`config.mk`:
```
export PLATFORM = sky130hd
export DESIGN_NAME = fdc_ctrl
export DESIGN_NICKNAME = d
export VERILOG_FILES = /design/src/rtl/fdc_pkg.sv /design/src/rtl/fdc_timer.sv /design/src/rtl/fdc_ctrl.sv
export SDC_FILE = /design/constraint.sdc
export NUM_CORES = 1
export LEC_CHECK = 0
export BUFFER_PORTS_ARGS = -buffer_cell sky130_fd_sc_hd__buf_2
export CAP_MARGIN = 0
export CORE_ASPECT_RATIO = 0.5
export CORE_MARGIN = 2
export CORE_UTILIZATION = 35
export CTS_BUF_LIST = sky130_fd_sc_hd__clkbuf_8
export DETAILED_ROUTE_END_ITERATION = 8
export PLACE_DENSITY_LB_ADDON = 0.15
export SLEW_MARGIN = 10
export SYNTH_ARGS = -nofsm -noshare
export SYNTH_HDL_FRONTEND = slang
export SYNTH_SLANG_ARGS = --single-unit
```
`constraint.sdc`:
```
create_clock -name core_clk_i -period 10.05 [get_ports core_clk_i]
set_clock_uncertainty 0.2 [all_clocks]
set_input_delay 0.5025 -clock core_clk_i [delete_from_list [all_inputs] [get_ports core_clk_i]]
set_output_delay 0.5025 -clock core_clk_i [all_outputs]
set_load 0.05 [all_outputs]
```
`src/rtl/fdc_pkg.sv`:
```
package fdc_pkg;

    localparam int ROW_W = 12;
    localparam int COL_W = 10;
    localparam int ADDR_W = ROW_W + COL_W;
    localparam int DATA_W = 16;
    localparam int BYTE_W = 8;
    localparam int LANES = 2;

    localparam int CLK_MHZ = 25;
    localparam int CLK_PERIOD_NS = 40;

    // strobe phase widths in ns, rounded up to whole cycles
    localparam int ROW_SETUP_NS = 40;
    localparam int ROW_TO_COL_NS = 40;
    localparam int COL_PULSE_NS = 80;
    localparam int COL_PRECHARGE_NS = 40;
    localparam int ROW_PRECHARGE_NS = 80;
    localparam int ROW_PULSE_NS = 80;
    localparam int CAS_SETUP_NS = 40;

    localparam int SELF_ENTRY_US = 100;
    localparam int SELF_EXIT_NS = 120;

    localparam int REFRESH_PERIOD_MS = 64;
    localparam int REFRESH_ROWS = 4096;
    localparam int EXT_REFRESH_US = 125;

    localparam int EXIT_BURST_ROWS = 1024;

    function automatic int ns_to_cyc(input int ns);
        int c;
        c = (ns + CLK_PERIOD_NS - 1) / CLK_PERIOD_NS;
        return (c < 1) ? 1 : c;
    endfunction : ns_to_cyc

    localparam int ROW_SETUP_CYC = ns_to_cyc(ROW_SETUP_NS);
    localparam int ROW_TO_COL_CYC = ns_to_cyc(ROW_TO_COL_NS);
    localparam int COL_PULSE_CYC = ns_to_cyc(COL_PULSE_NS);
    localparam int COL_PRE_CYC = ns_to_cyc(COL_PRECHARGE_NS);
    localparam int ROW_PRE_CYC = ns_to_cyc(ROW_PRECHARGE_NS);
    localparam int ROW_PULSE_CYC = ns_to_cyc(ROW_PULSE_NS);
    localparam int CAS_SETUP_CYC = ns_to_cyc(CAS_SETUP_NS);
    localparam int SELF_ENTRY_CYC = SELF_ENTRY_US * CLK_MHZ;
    localparam int SELF_EXIT_CYC = ns_to_cyc(SELF_EXIT_NS);
    // longest spacing rounds down
    localparam int STD_INTERVAL_CYC =
        (REFRESH_PERIOD_MS * 1000 * CLK_MHZ) / REFRESH_ROWS;
    localparam int EXT_INTERVAL_CYC = EXT_REFRESH_US * CLK_MHZ;

    localparam int TMR_W = 16;

    localparam logic [1:0] LANE_LOW = 2'h1;
    localparam logic [1:0] LANE_HIGH = 2'h2;
    localparam logic [1:0] LANE_NONE = 2'h0;

    typedef enum logic [1:0] {
        FDC_OP_READ,
        FDC_OP_WRITE,
        FDC_OP_ROW_REFRESH
    } fdc_op_t;

    typedef struct packed {
        fdc_op_t op;
        logic [ROW_W-1:0] row;
        logic [COL_W-1:0] col;
        logic [LANES-1:0] lanes;
        logic [DATA_W-1:0] wdata;
        logic page_keep;
    } fdc_req_t;

    typedef struct packed {
        logic ras_n;
        logic low_byte_strobe_n;
        logic high_byte_strobe_n;
        logic we_n;
        logic oe_n;
        logic [ROW_W-1:0] addr;
    } fdc_pins_t;

endpackage : fdc_pkg

```
`src/rtl/fdc_timer.sv`:
```
`timescale 1ns/1ps
`default_nettype none
module fdc_timer
    import fdc_pkg::*;
(
    input wire logic core_clk_i,
    input wire logic rst_n_i,
    input wire logic load_i,
    input wire logic [TMR_W-1:0] value_i,
    output logic done_o
);
    logic [TMR_W-1:0] count;

    always_ff @(posedge core_clk_i or negedge rst_n_i) begin
        if (!rst_n_i) begin
            count <= '0;
        end else if (load_i) begin
            count <= value_i;
        end else if (count != '0) begin
            count <= count - TMR_W'(1);
        end
    end

    assign done_o = (count == '0) && !load_i;
endmodule : fdc_timer
`default_nettype wire

```
`src/rtl/fdc_ctrl.sv`:
```
`timescale 1ns/1ps
`default_nettype none
// Operation
// - 12-bit row then 10-bit column on shared address pins select a word.
// - low strobe alone: DQ0-DQ7; high alone: DQ8-DQ15; both: word.
// - both bytes use one write mode; lanes change mode only after precharge.
// - write select low makes a write; otherwise the cycle reads.
// - output enable low lets the device drive read data.
// - row latched on row strobe fall, column on column strobe fall.
// - page mode: row held low, column strobe toggled per new column.
// - every row refreshed at least once each 64ms.
// - issue 4,096 strobe-reversed refreshes per period, internal row count.
// - row-only refresh strobes a row address with row strobe only.
// - self refresh: strobe-reversed cycle with row held for entry time.
// - self-refresh parts may refresh one row every 125 microseconds.
// - leave self refresh by row strobe high for exit precharge.
// - after exit with burst or row-only refresh, refresh 1,024 rows first.
module fdc_ctrl
    import fdc_pkg::*;
#(
    parameter int SELF_ENTRY_CYCLES = SELF_ENTRY_CYC,
    parameter int STD_INTERVAL_CYCLES = STD_INTERVAL_CYC
)
(
    input wire logic core_clk_i,
    input wire logic rst_n_i,
    input wire logic req_valid_i,
    input wire fdc_req_t req_i,
    output logic req_ready_o,
    output logic rdata_valid_o,
    output logic [DATA_W-1:0] rdata_o,
    input wire logic ext_refresh_i,
    input wire logic self_refresh_req_i,
    input wire logic burst_after_exit_i,
    output logic self_refresh_o,
    output logic ras_n_o,
    output logic low_byte_strobe_n_o,
    output logic high_byte_strobe_n_o,
    output logic we_n_o,
    output logic oe_n_o,
    output logic [ROW_W-1:0] addr_o,
    input wire logic [DATA_W-1:0] dq_i,
    output logic [DATA_W-1:0] dq_o,
    output logic [LANES-1:0] dq_oe_o
);

    typedef enum logic [3:0] {
        ST_IDLE, ST_ROW, ST_RCD, ST_COL, ST_PAGE_WAIT, ST_COL_PRE,
        ST_RAS_PRE, ST_CBR_CAS, ST_CBR_RAS, ST_SELF, ST_SELF_EXIT
    } fdc_state_t;

    fdc_state_t state;
    fdc_req_t cur;
    fdc_pins_t pins;
    logic tmr_load;
    logic [TMR_W-1:0] tmr_value;
    logic tmr_done;
    logic [TMR_W-1:0] ref_timer;
    logic [12:0] ref_owed;
    logic [10:0] burst_left;
    logic cbr_selfref;
    logic refresh_due;
    logic [TMR_W-1:0] interval;

    function automatic logic [TMR_W-1:0] cyc(input int n);
        return TMR_W'(n - 1);
    endfunction : cyc

    function automatic logic [1:0] strobe_lanes(input logic [LANES-1:0] l);
        return ~l;
    endfunction : strobe_lanes

    fdc_timer u_timer (
        .core_clk_i(core_clk_i),
        .rst_n_i(rst_n_i),
        .load_i(tmr_load),
        .value_i(tmr_value),
        .done_o(tmr_done)
    );

    // standard pace kept: it is faster than the relaxed self-refresh pace
    assign interval = TMR_W'(STD_INTERVAL_CYCLES);
    assign refresh_due = (ref_owed != '0) || (burst_left != '0);

    // distributed refresh pacing: one owed cycle each interval
    always_ff @(posedge core_clk_i or negedge rst_n_i) begin
        if (!rst_n_i) begin
            ref_timer <= '0;
            ref_owed <= '0;
        end else begin
            if (state == ST_SELF) begin
                ref_timer <= '0;
                ref_owed <= '0;
            end else begin
                if (ref_timer >= interval - TMR_W'(1)) begin
                    ref_timer <= '0;
                end else begin
                    ref_timer <= ref_timer + TMR_W'(1);
                end
                // a new tick and a cycle that pays one off in the same cycle cancel, leaving the count unchanged
                if (ref_timer >= interval - TMR_W'(1)) begin
                    if (!(state == ST_CBR_RAS && tmr_done && ref_owed != '0))
                        ref_owed <= ref_owed + 13'h0001;
                end else if (state == ST_CBR_RAS && tmr_done &&
                             ref_owed != '0 && !cbr_selfref) begin
                    ref_owed <= ref_owed - 13'h0001;
                end
            end
        end
    end

    // burst of rows owed after self-refresh exit
    always_ff @(posedge core_clk_i or negedge rst_n_i) begin
        if (!rst_n_i) begin
            burst_left <= '0;
        end else if (state == ST_SELF_EXIT && tmr_done &&
                     burst_after_exit_i) begin
            burst_left <= 11'(EXIT_BURST_ROWS);
        end else if (state == ST_CBR_RAS && tmr_done && ref_owed == '0 &&
                     burst_left != '0 && !cbr_selfref) begin
            burst_left <= burst_left - 11'h001;
        end
    end

    always_ff @(posedge core_clk_i or negedge rst_n_i) begin
        if (!rst_n_i) begin
            state <= ST_IDLE;
            cur <= '0;
            cbr_selfref <= 1'b0;
            tmr_load <= 1'b0;
            tmr_value <= '0;
            rdata_valid_o <= 1'b0;
            rdata_o <= '0;
            self_refresh_o <= 1'b0;
            req_ready_o <= 1'b0;
        end else begin
            tmr_load <= 1'b0;
            rdata_valid_o <= 1'b0;
            // acknowledge of a take, one cycle late; the requester drops then
            req_ready_o <= 1'b0;
            unique case (state)
                ST_IDLE: begin
                    if (tmr_done) begin
                        if (refresh_due || ext_refresh_i ||
                            self_refresh_req_i) begin
                            cbr_selfref <= self_refresh_req_i &&
                                           !refresh_due;
                            state <= ST_CBR_CAS;
                            tmr_load <= 1'b1;
                            tmr_value <= cyc(CAS_SETUP_CYC);
                        end else if (req_valid_i) begin
                            cur <= req_i;
                            req_ready_o <= 1'b1;
                            state <= ST_ROW;
                            tmr_load <= 1'b1;
                            tmr_value <= cyc(ROW_SETUP_CYC);
                        end
                    end
                end
                ST_ROW: begin
                    if (tmr_done) begin
                        state <= (cur.op == FDC_OP_ROW_REFRESH) ? ST_COL
                                                                : ST_RCD;
                        tmr_load <= 1'b1;
                        tmr_value <= (cur.op == FDC_OP_ROW_REFRESH)
                                     ? cyc(ROW_PULSE_CYC)
                                     : cyc(ROW_TO_COL_CYC);
                    end
                end
                ST_RCD: begin
                    if (tmr_done) begin
                        state <= ST_COL;
                        tmr_load <= 1'b1;
                        tmr_value <= cyc(COL_PULSE_CYC);
                    end
                end
                ST_COL: begin
                    if (tmr_done) begin
                        if (cur.op == FDC_OP_READ) begin
                            rdata_valid_o <= 1'b1;
                            rdata_o <= dq_i;
                        end
                        state <= ST_PAGE_WAIT;
                    end
                end
                ST_PAGE_WAIT: begin
                    // byte strobes are high here, row strobe stays low: column precharge starts
                    if (cur.page_keep && cur.op != FDC_OP_ROW_REFRESH &&
                        req_valid_i && req_i.op != FDC_OP_ROW_REFRESH &&
                        req_i.row == cur.row) begin
                        cur <= req_i;
                        req_ready_o <= 1'b1;
                        state <= ST_COL_PRE;
                        tmr_load <= 1'b1;
                        tmr_value <= cyc(COL_PRE_CYC);
                    end else begin
                        state <= ST_RAS_PRE;
                        tmr_load <= 1'b1;
                        tmr_value <= cyc(ROW_PRE_CYC);
                    end
                end
                ST_COL_PRE: begin
                    if (tmr_done) begin
                        state <= ST_COL;
                        tmr_load <= 1'b1;
                        tmr_value <= cyc(COL_PULSE_CYC);
                    end
                end
                ST_RAS_PRE: begin
                    if (tmr_done) begin
                        state <= ST_IDLE;
                    end
                end
                ST_CBR_CAS: begin
                    if (tmr_done) begin
                        state <= ST_CBR_RAS;
                        tmr_load <= 1'b1;
                        tmr_value <= cbr_selfref
                                     ? cyc(SELF_ENTRY_CYCLES)
                                     : cyc(ROW_PULSE_CYC);
                    end
                end
                ST_CBR_RAS: begin
                    if (tmr_done) begin
                        if (cbr_selfref) begin
                            state <= ST_SELF;
                            self_refresh_o <= 1'b1;
                        end else begin
                            state <= ST_RAS_PRE;
                            tmr_load <= 1'b1;
                            tmr_value <= cyc(ROW_PRE_CYC);
                        end
                    end
                end
                ST_SELF: begin
                    if (!self_refresh_req_i) begin
                        state <= ST_SELF_EXIT;
                        tmr_load <= 1'b1;
                        tmr_value <= cyc(SELF_EXIT_CYC);
                    end
                end
                ST_SELF_EXIT: begin
                    if (tmr_done) begin
                        self_refresh_o <= 1'b0;
                        state <= ST_IDLE;
                    end
                end
            endcase
        end
    end

    // pin drive derived from the state, registered onto the outputs
    always_comb begin
        pins = '{ras_n: 1'b1, low_byte_strobe_n: 1'b1,
                 high_byte_strobe_n: 1'b1, we_n: 1'b1, oe_n: 1'b1,
                 addr: cur.row};
        unique case (state)
            ST_ROW, ST_RCD, ST_PAGE_WAIT, ST_COL_PRE: begin
                pins.ras_n = (state == ST_ROW);
                pins.we_n = (cur.op != FDC_OP_WRITE);
                // row stays on the pins past the row strobe fall
                if (state != ST_ROW && state != ST_RCD) begin
                    pins.addr = ROW_W'(cur.col);
                end
            end
            ST_COL: begin
                pins.ras_n = 1'b0;
                pins.addr = (cur.op == FDC_OP_ROW_REFRESH)
                            ? cur.row : ROW_W'(cur.col);
                if (cur.op != FDC_OP_ROW_REFRESH) begin
                    {pins.high_byte_strobe_n, pins.low_byte_strobe_n} =
                        strobe_lanes(cur.lanes);
                end
                pins.we_n = (cur.op != FDC_OP_WRITE);
                pins.oe_n = (cur.op != FDC_OP_READ);
            end
            ST_CBR_CAS, ST_CBR_RAS, ST_SELF: begin
                pins.low_byte_strobe_n = 1'b0;
                pins.high_byte_strobe_n = 1'b0;
                pins.ras_n = (state == ST_CBR_CAS);
            end
            default: begin
                pins.ras_n = 1'b1;
            end
        endcase
    end

    always_ff @(posedge core_clk_i or negedge rst_n_i) begin
        if (!rst_n_i) begin
            ras_n_o <= 1'b1;
            low_byte_strobe_n_o <= 1'b1;
            high_byte_strobe_n_o <= 1'b1;
            we_n_o <= 1'b1;
            oe_n_o <= 1'b1;
            addr_o <= '0;
            dq_o <= '0;
            dq_oe_o <= '0;
        end else begin
            ras_n_o <= pins.ras_n;
            low_byte_strobe_n_o <= pins.low_byte_strobe_n;
            high_byte_strobe_n_o <= pins.high_byte_strobe_n;
            we_n_o <= pins.we_n;
            oe_n_o <= pins.oe_n;
            addr_o <= pins.addr;
            dq_o <= cur.wdata;
            // per-lane drive only on the strobed byte lanes
            dq_oe_o <= (state == ST_COL && cur.op == FDC_OP_WRITE)
                       ? cur.lanes : LANE_NONE;
        end
    end

endmodule : fdc_ctrl
`default_nettype wire

```
# Word level (Yosys, flattened, before mapping)
# Index checks and enable logic that the tools add are counted.
# W data, S select, Z words.
# word_totals
register_bits	175
elab_cells	186
inputBits	65
out_inout_bits	54
# op_classes
n_reduce_logical	49
n_eq_ne	34
n_bitwise	1
n_addsub	5
order_cmp	1
n_mux	70
# op_table
cell	count
$mux W16	13
$mux W43	4
$pmux W16 S7	1
$pmux W43 S2	1
$mux W13	4
$mux W4	11
$mux W12	3
$pmux W4 S9	1
$ne A2 B2 Y1 const B	14
$pmux W12 S2	1
$mux W11	2
$mux W1	21
$reduce_and A9 Y1	2
$add A16 B1 Y16 const B	1
$eq A4 B3 Y1 const B	4
$ge A16 B9 Y1 const B	1
$logic_and A1 B1 Y1	16
$logic_not A16 Y1	1
$reduce_bool A16 Y1	1
$sub A16 B1 Y16 const B	1
$add A13 B1 Y13 const B	1
$logic_not A13 Y1	1
$reduce_bool A13 Y1	1
$sub A13 B1 Y13 const B	1
33 further kinds	53

# Logic depth before layout (Yosys ltp)
# logic_depth
word_depth	8
ltp_mapped	14
mapped_depth_nobuf	14

# Modules after synthesis
# Synthesis repeated with hierarchy kept, for this count alone.
# unflattened
hier_cells	645
hier_area_um2	7704.9
# by_module_without_submodules
module	area_each_um2	seq_area_each_um2	n_inst	cells_per_inst
fdc_ctrl	6750.2	3659.8	1	538
fdc_timer	954.7	400.4	1	107

# Worst setup path after synthesis
# Ideal clock, no wire load.
# synth_path
path_kind	register to register
from	reg ref_timer[15]
to	reg ref_owed[12]
stages_incl_launch_ff	13
synth_period_minus_slack_ps	3428
arrival_ps	3094
setup_ps	134
path_buffers	0
path_slack_ps	6622
cell_sequence	dfrtp_1 -> or4_1 -> nor4_1 -> o21a_1 -> inv_1 -> fa_1 -> nand2b_1 -> a21oi_1 -> nor4_1 -> o211a_1 -> a311oi_1 -> and2_1 -> o311ai_1
# synth_between
elab_chain_len	3
word_cells_on_any_way	6
# synth_lines
element	line_no	rtl
start: declaration	fdc_ctrl.sv:58	logic [TMR_W-1:0] ref_timer;
start signal: assignment	fdc_ctrl.sv:98	ref_timer <= ref_timer + TMR_W'(1);
$ge A16 B9 Y1 (*)	fdc_ctrl.sv:101	if (ref_timer >= interval - TMR_W'(1)) begin
$ne A3 B3 Y1 (no source line), or another cell as far along	-	
$reduce_and A2 Y1 (no source line) or $mux W13 (tied branches)	-	
end signal: assignment	fdc_ctrl.sv:103	ref_owed <= ref_owed + 13'h0001;
end signal: assignment	fdc_ctrl.sv:106	ref_owed <= ref_owed - 13'h0001;
end: declaration	fdc_ctrl.sv:59	logic [12:0] ref_owed;
# Every way passes the cells marked *; elsewhere a longest branch is shown, timed or not.
# A chain may end at the register's enable or synchronous reset.

# Worst setup path in the final report
# Same ends and word-level chain as after synthesis.

==> flow_summary.json <==
{
  "synth_common_cells": "dfrtp_1, nor2_1, a22o_1",
  "clk_latency_ns": 0.46,
  "crit_path_max_incr_delay_ns": 0.59,
  "finalCriticalPeriod_ns": 4.02,
  "cts_hold_buf": 1,
  "hpwl_um": 10900,
  "fin_crit_sh": 0.400,
  "fin_tns_setup_ns": 0,
  "post-cts-setup-buffers": 0,
  "clk_pin_slew_worst_paths_ns": 0.10,
  "drt-initial-drc-count": 324,
  "path_buf_inv": 1,
  "cpLargestDelayFamily": "compound AO/OA/AOI/OAI gates",
  "finalSetupViolCount": 0,
  "ant_nets": 0,
  "wl_per_cell_um": 15.2,
  "p_per_area_nw_per_um2": 154,
  "busiest_layer": "met2",
  "die_area_sq_um": 22500,
  "num_rows": 37,
  "gp_congestion": 0.777,
  "synth_edf_count": 0,
  "final_nets": 857,
  "status": "completed",
  "register_area_sq_um": 4060,
  "critPathLaunchType": "flop",
  "vias": 5303,
  "synth_cell_type_count": 68,
  "critical_path_class": "reg -> reg",
  "grt_use_met2": 0.225,
  "drc": 0,
  "viasPerCell": 5.01,
  "initial_core_util": 0.359,
  "finalWirelength_um": 16100,
  "grt_util_met3": 0.0407,
  "cts.sinks": 162,
  "crit_fanout": 16,
  "max_cap_violations": 0,
  "crit_path_end_kind": "flop",
  "synth_top_area_frac": 0.529,
  "cts_resized": 0,
  "layout-drive-gt1-share": 0.271,
  "area_growth_pct": 17.5,
  "grt_antenna_before_repair": 1,
  "tritoncts": "done",
  "port_buffers": 118,
  "rsz0062_at_grt": "no",
  "fillers": 1945,
  "grt_overflow_total": 0,
  "die_w_um": 210,
  "cp_common_cell": "nor4_1",
  "cts_buffer_depth": 2,
  "top_level_ports": 119,
  "grt_pass1_wl_um": 26800,
  "synth_area_sq_um": 7420,
  "grt_pass1_vias": 5182,
  "core_area_sq_um": 20700,
  "synthTopCellsByArea": "dfrtp_1, a22o_1, mux2_2, xnor2_1, ha_1",
  "arrival_ns": 4.15,
  "hp-class": "in -> reg",
  "antenna_cells": 0,
  "fmax_ghz": 0.249,
  "finalMaxSlewViolations": 0,
  "synthArstFlopShare": 1.00,
  "yosysWarnings": 0,
  "yosysTopAreaCell": "dfrtp_1",
  "grt_max_degree": 87,
  "ys_ff_latch": 162,
  "grt_usage": 0.150,
  "cts_max_level": 4,
  "crit_chain": "or4_1 > nor4_1 > o21a_1 > inv_1 > fa_1 > nand2b_1 > a21oi_1 > nor4_1 > o211a_1 > a311oi_1 > and2_1 > o311ai_1",
  "ir_worst_vdd_mv": 0.0881,
  "use_met1": 0.211,
  "worst_pin_slew_ns": 1.16,
  "total_leakage_power_nw": 4.13,
  "finalPower_mw": 1.34,
  "multiInputGateArea_sq_um": 3220,
  "slew-limit-headroom": 0.211,
  "postSynthCellCount": 652,
  "critical_path.slowest_cell": "o21a_1",
  "synth-main-ff-cell": "dfrtp_1",
  "ys_seq_area_frac": 0.547,
  "cp.required_ns": 10.18,
  "timing_hold_violations_final": 0,
  "dr.pass1.iters": 5,
  "die_h_um": 107,
  "clockRootBuffer": "clkbuf_8",
  "synth_most_common_cell": "dfrtp_1",
  "cts_buffers": 17,
  "final_util": 0.421,
  "synth_area_per_cell_sq_um": 11.4
}
layout by cell type (no fill, tap or decap), types with 6 or more instances in the layout:
cell type / count
nand4_1: 12
a22o_1: 46
a21oi_1: 22
nand2b_1: 11
clkbuf_8: 17
nand2_1: 44
ha_1: 18
mux2_2: 33
o31ai_1: 11
dfrtp_1: 157
nor2_1: 57
or4_1: 6
xor2_1: 21
nor4_1: 11
conb_1: 7
nor2b_1: 6
xnor2_1: 26
o21ai_0: 16
nand3_1: 11
inv_1: 18
nor3_1: 15
buf_2: 117
worst paths after layout:
kind | from | to | slack, ns | depth (start not counted)
min in group asynchronous | rst_n_i | dq_o[8] | 0.44 | 2
hold reg to reg | cur[13] | dq_o[12] | 0.18 | 0
setup reg to reg | ref_timer[15] | ref_owed[12] | 6.03 | 12
setup / recovery | ref_timer[15] | ref_owed[12] | 6.03 | 12
max in group asynchronous | rst_n_i | burst_left[7] | 7.71 | 3
hold / removal | req_i[23] | cur[23] | 0.05 | 2
registers in the layout, summed over array words and instances, names as in the netlist, 2 cells and up:
name / flops
cur: 43
dq_o: 16
rdata_o: 16
ref_timer: 16
u_timer.count: 16
ref_owed: 13
addr_o: 12
burst_left: 11
state: 4
tmr_value: 3
dq_oe_o: 2
through the flow:
stage          instances  hold slack (ns)  area, sq um  worst slack [ns]
5_1_grt             1059           0.0265         8720              5.67
3_5_place_dp        1026            0.160         8320              6.07
6_report            1059           0.0531         8720              6.03
3_3_place_gp        1026            0.160         8320              6.16
4_1_cts             1059           0.0242         8720              6.02
2_1_floorplan        658          0.00691         7450              6.62
cells by family after synthesis:
family / Yosys count / share of synthesized area
compound gates: 136 / 0.138
other cells: 1 / 0.000505
fa+ha+maj: 19 / 0.0330
simple gates: 206 / 0.147
xor+xnor: 47 / 0.0555
buf+inv: 46 / 0.0253
flops: 162 / 0.547
mux: 35 / 0.0533
report_power, final:
part,total [mW],leakage [nW],internal (mW),switching [mW]
logic,0.159,1.80,0.0725,0.0863
clock network,0.472,0.191,0.187,0.285
registers,0.713,2.14,0.683,0.0304
total,1.34,4.13,0.942,0.402
routing by layer:
layer / routed length [um] / vias to the layer above
li1: - / 2594
met1: 7900 / 2621
met2: 7370 / 77
met3: 724 / 11
met4: 131 / 0
met5: 0 / -
layout make-up:
class,instances,area share
clock buffer,17,0.0268
clock inverter,15,0.0182
inverter,19,0.00818
multi-input combinational,450,0.369
sequential,162,0.465
tap,273,0.0392
timing repair buffer,123,0.0730
No activity file was read; power rests on OpenSTA's default activity.
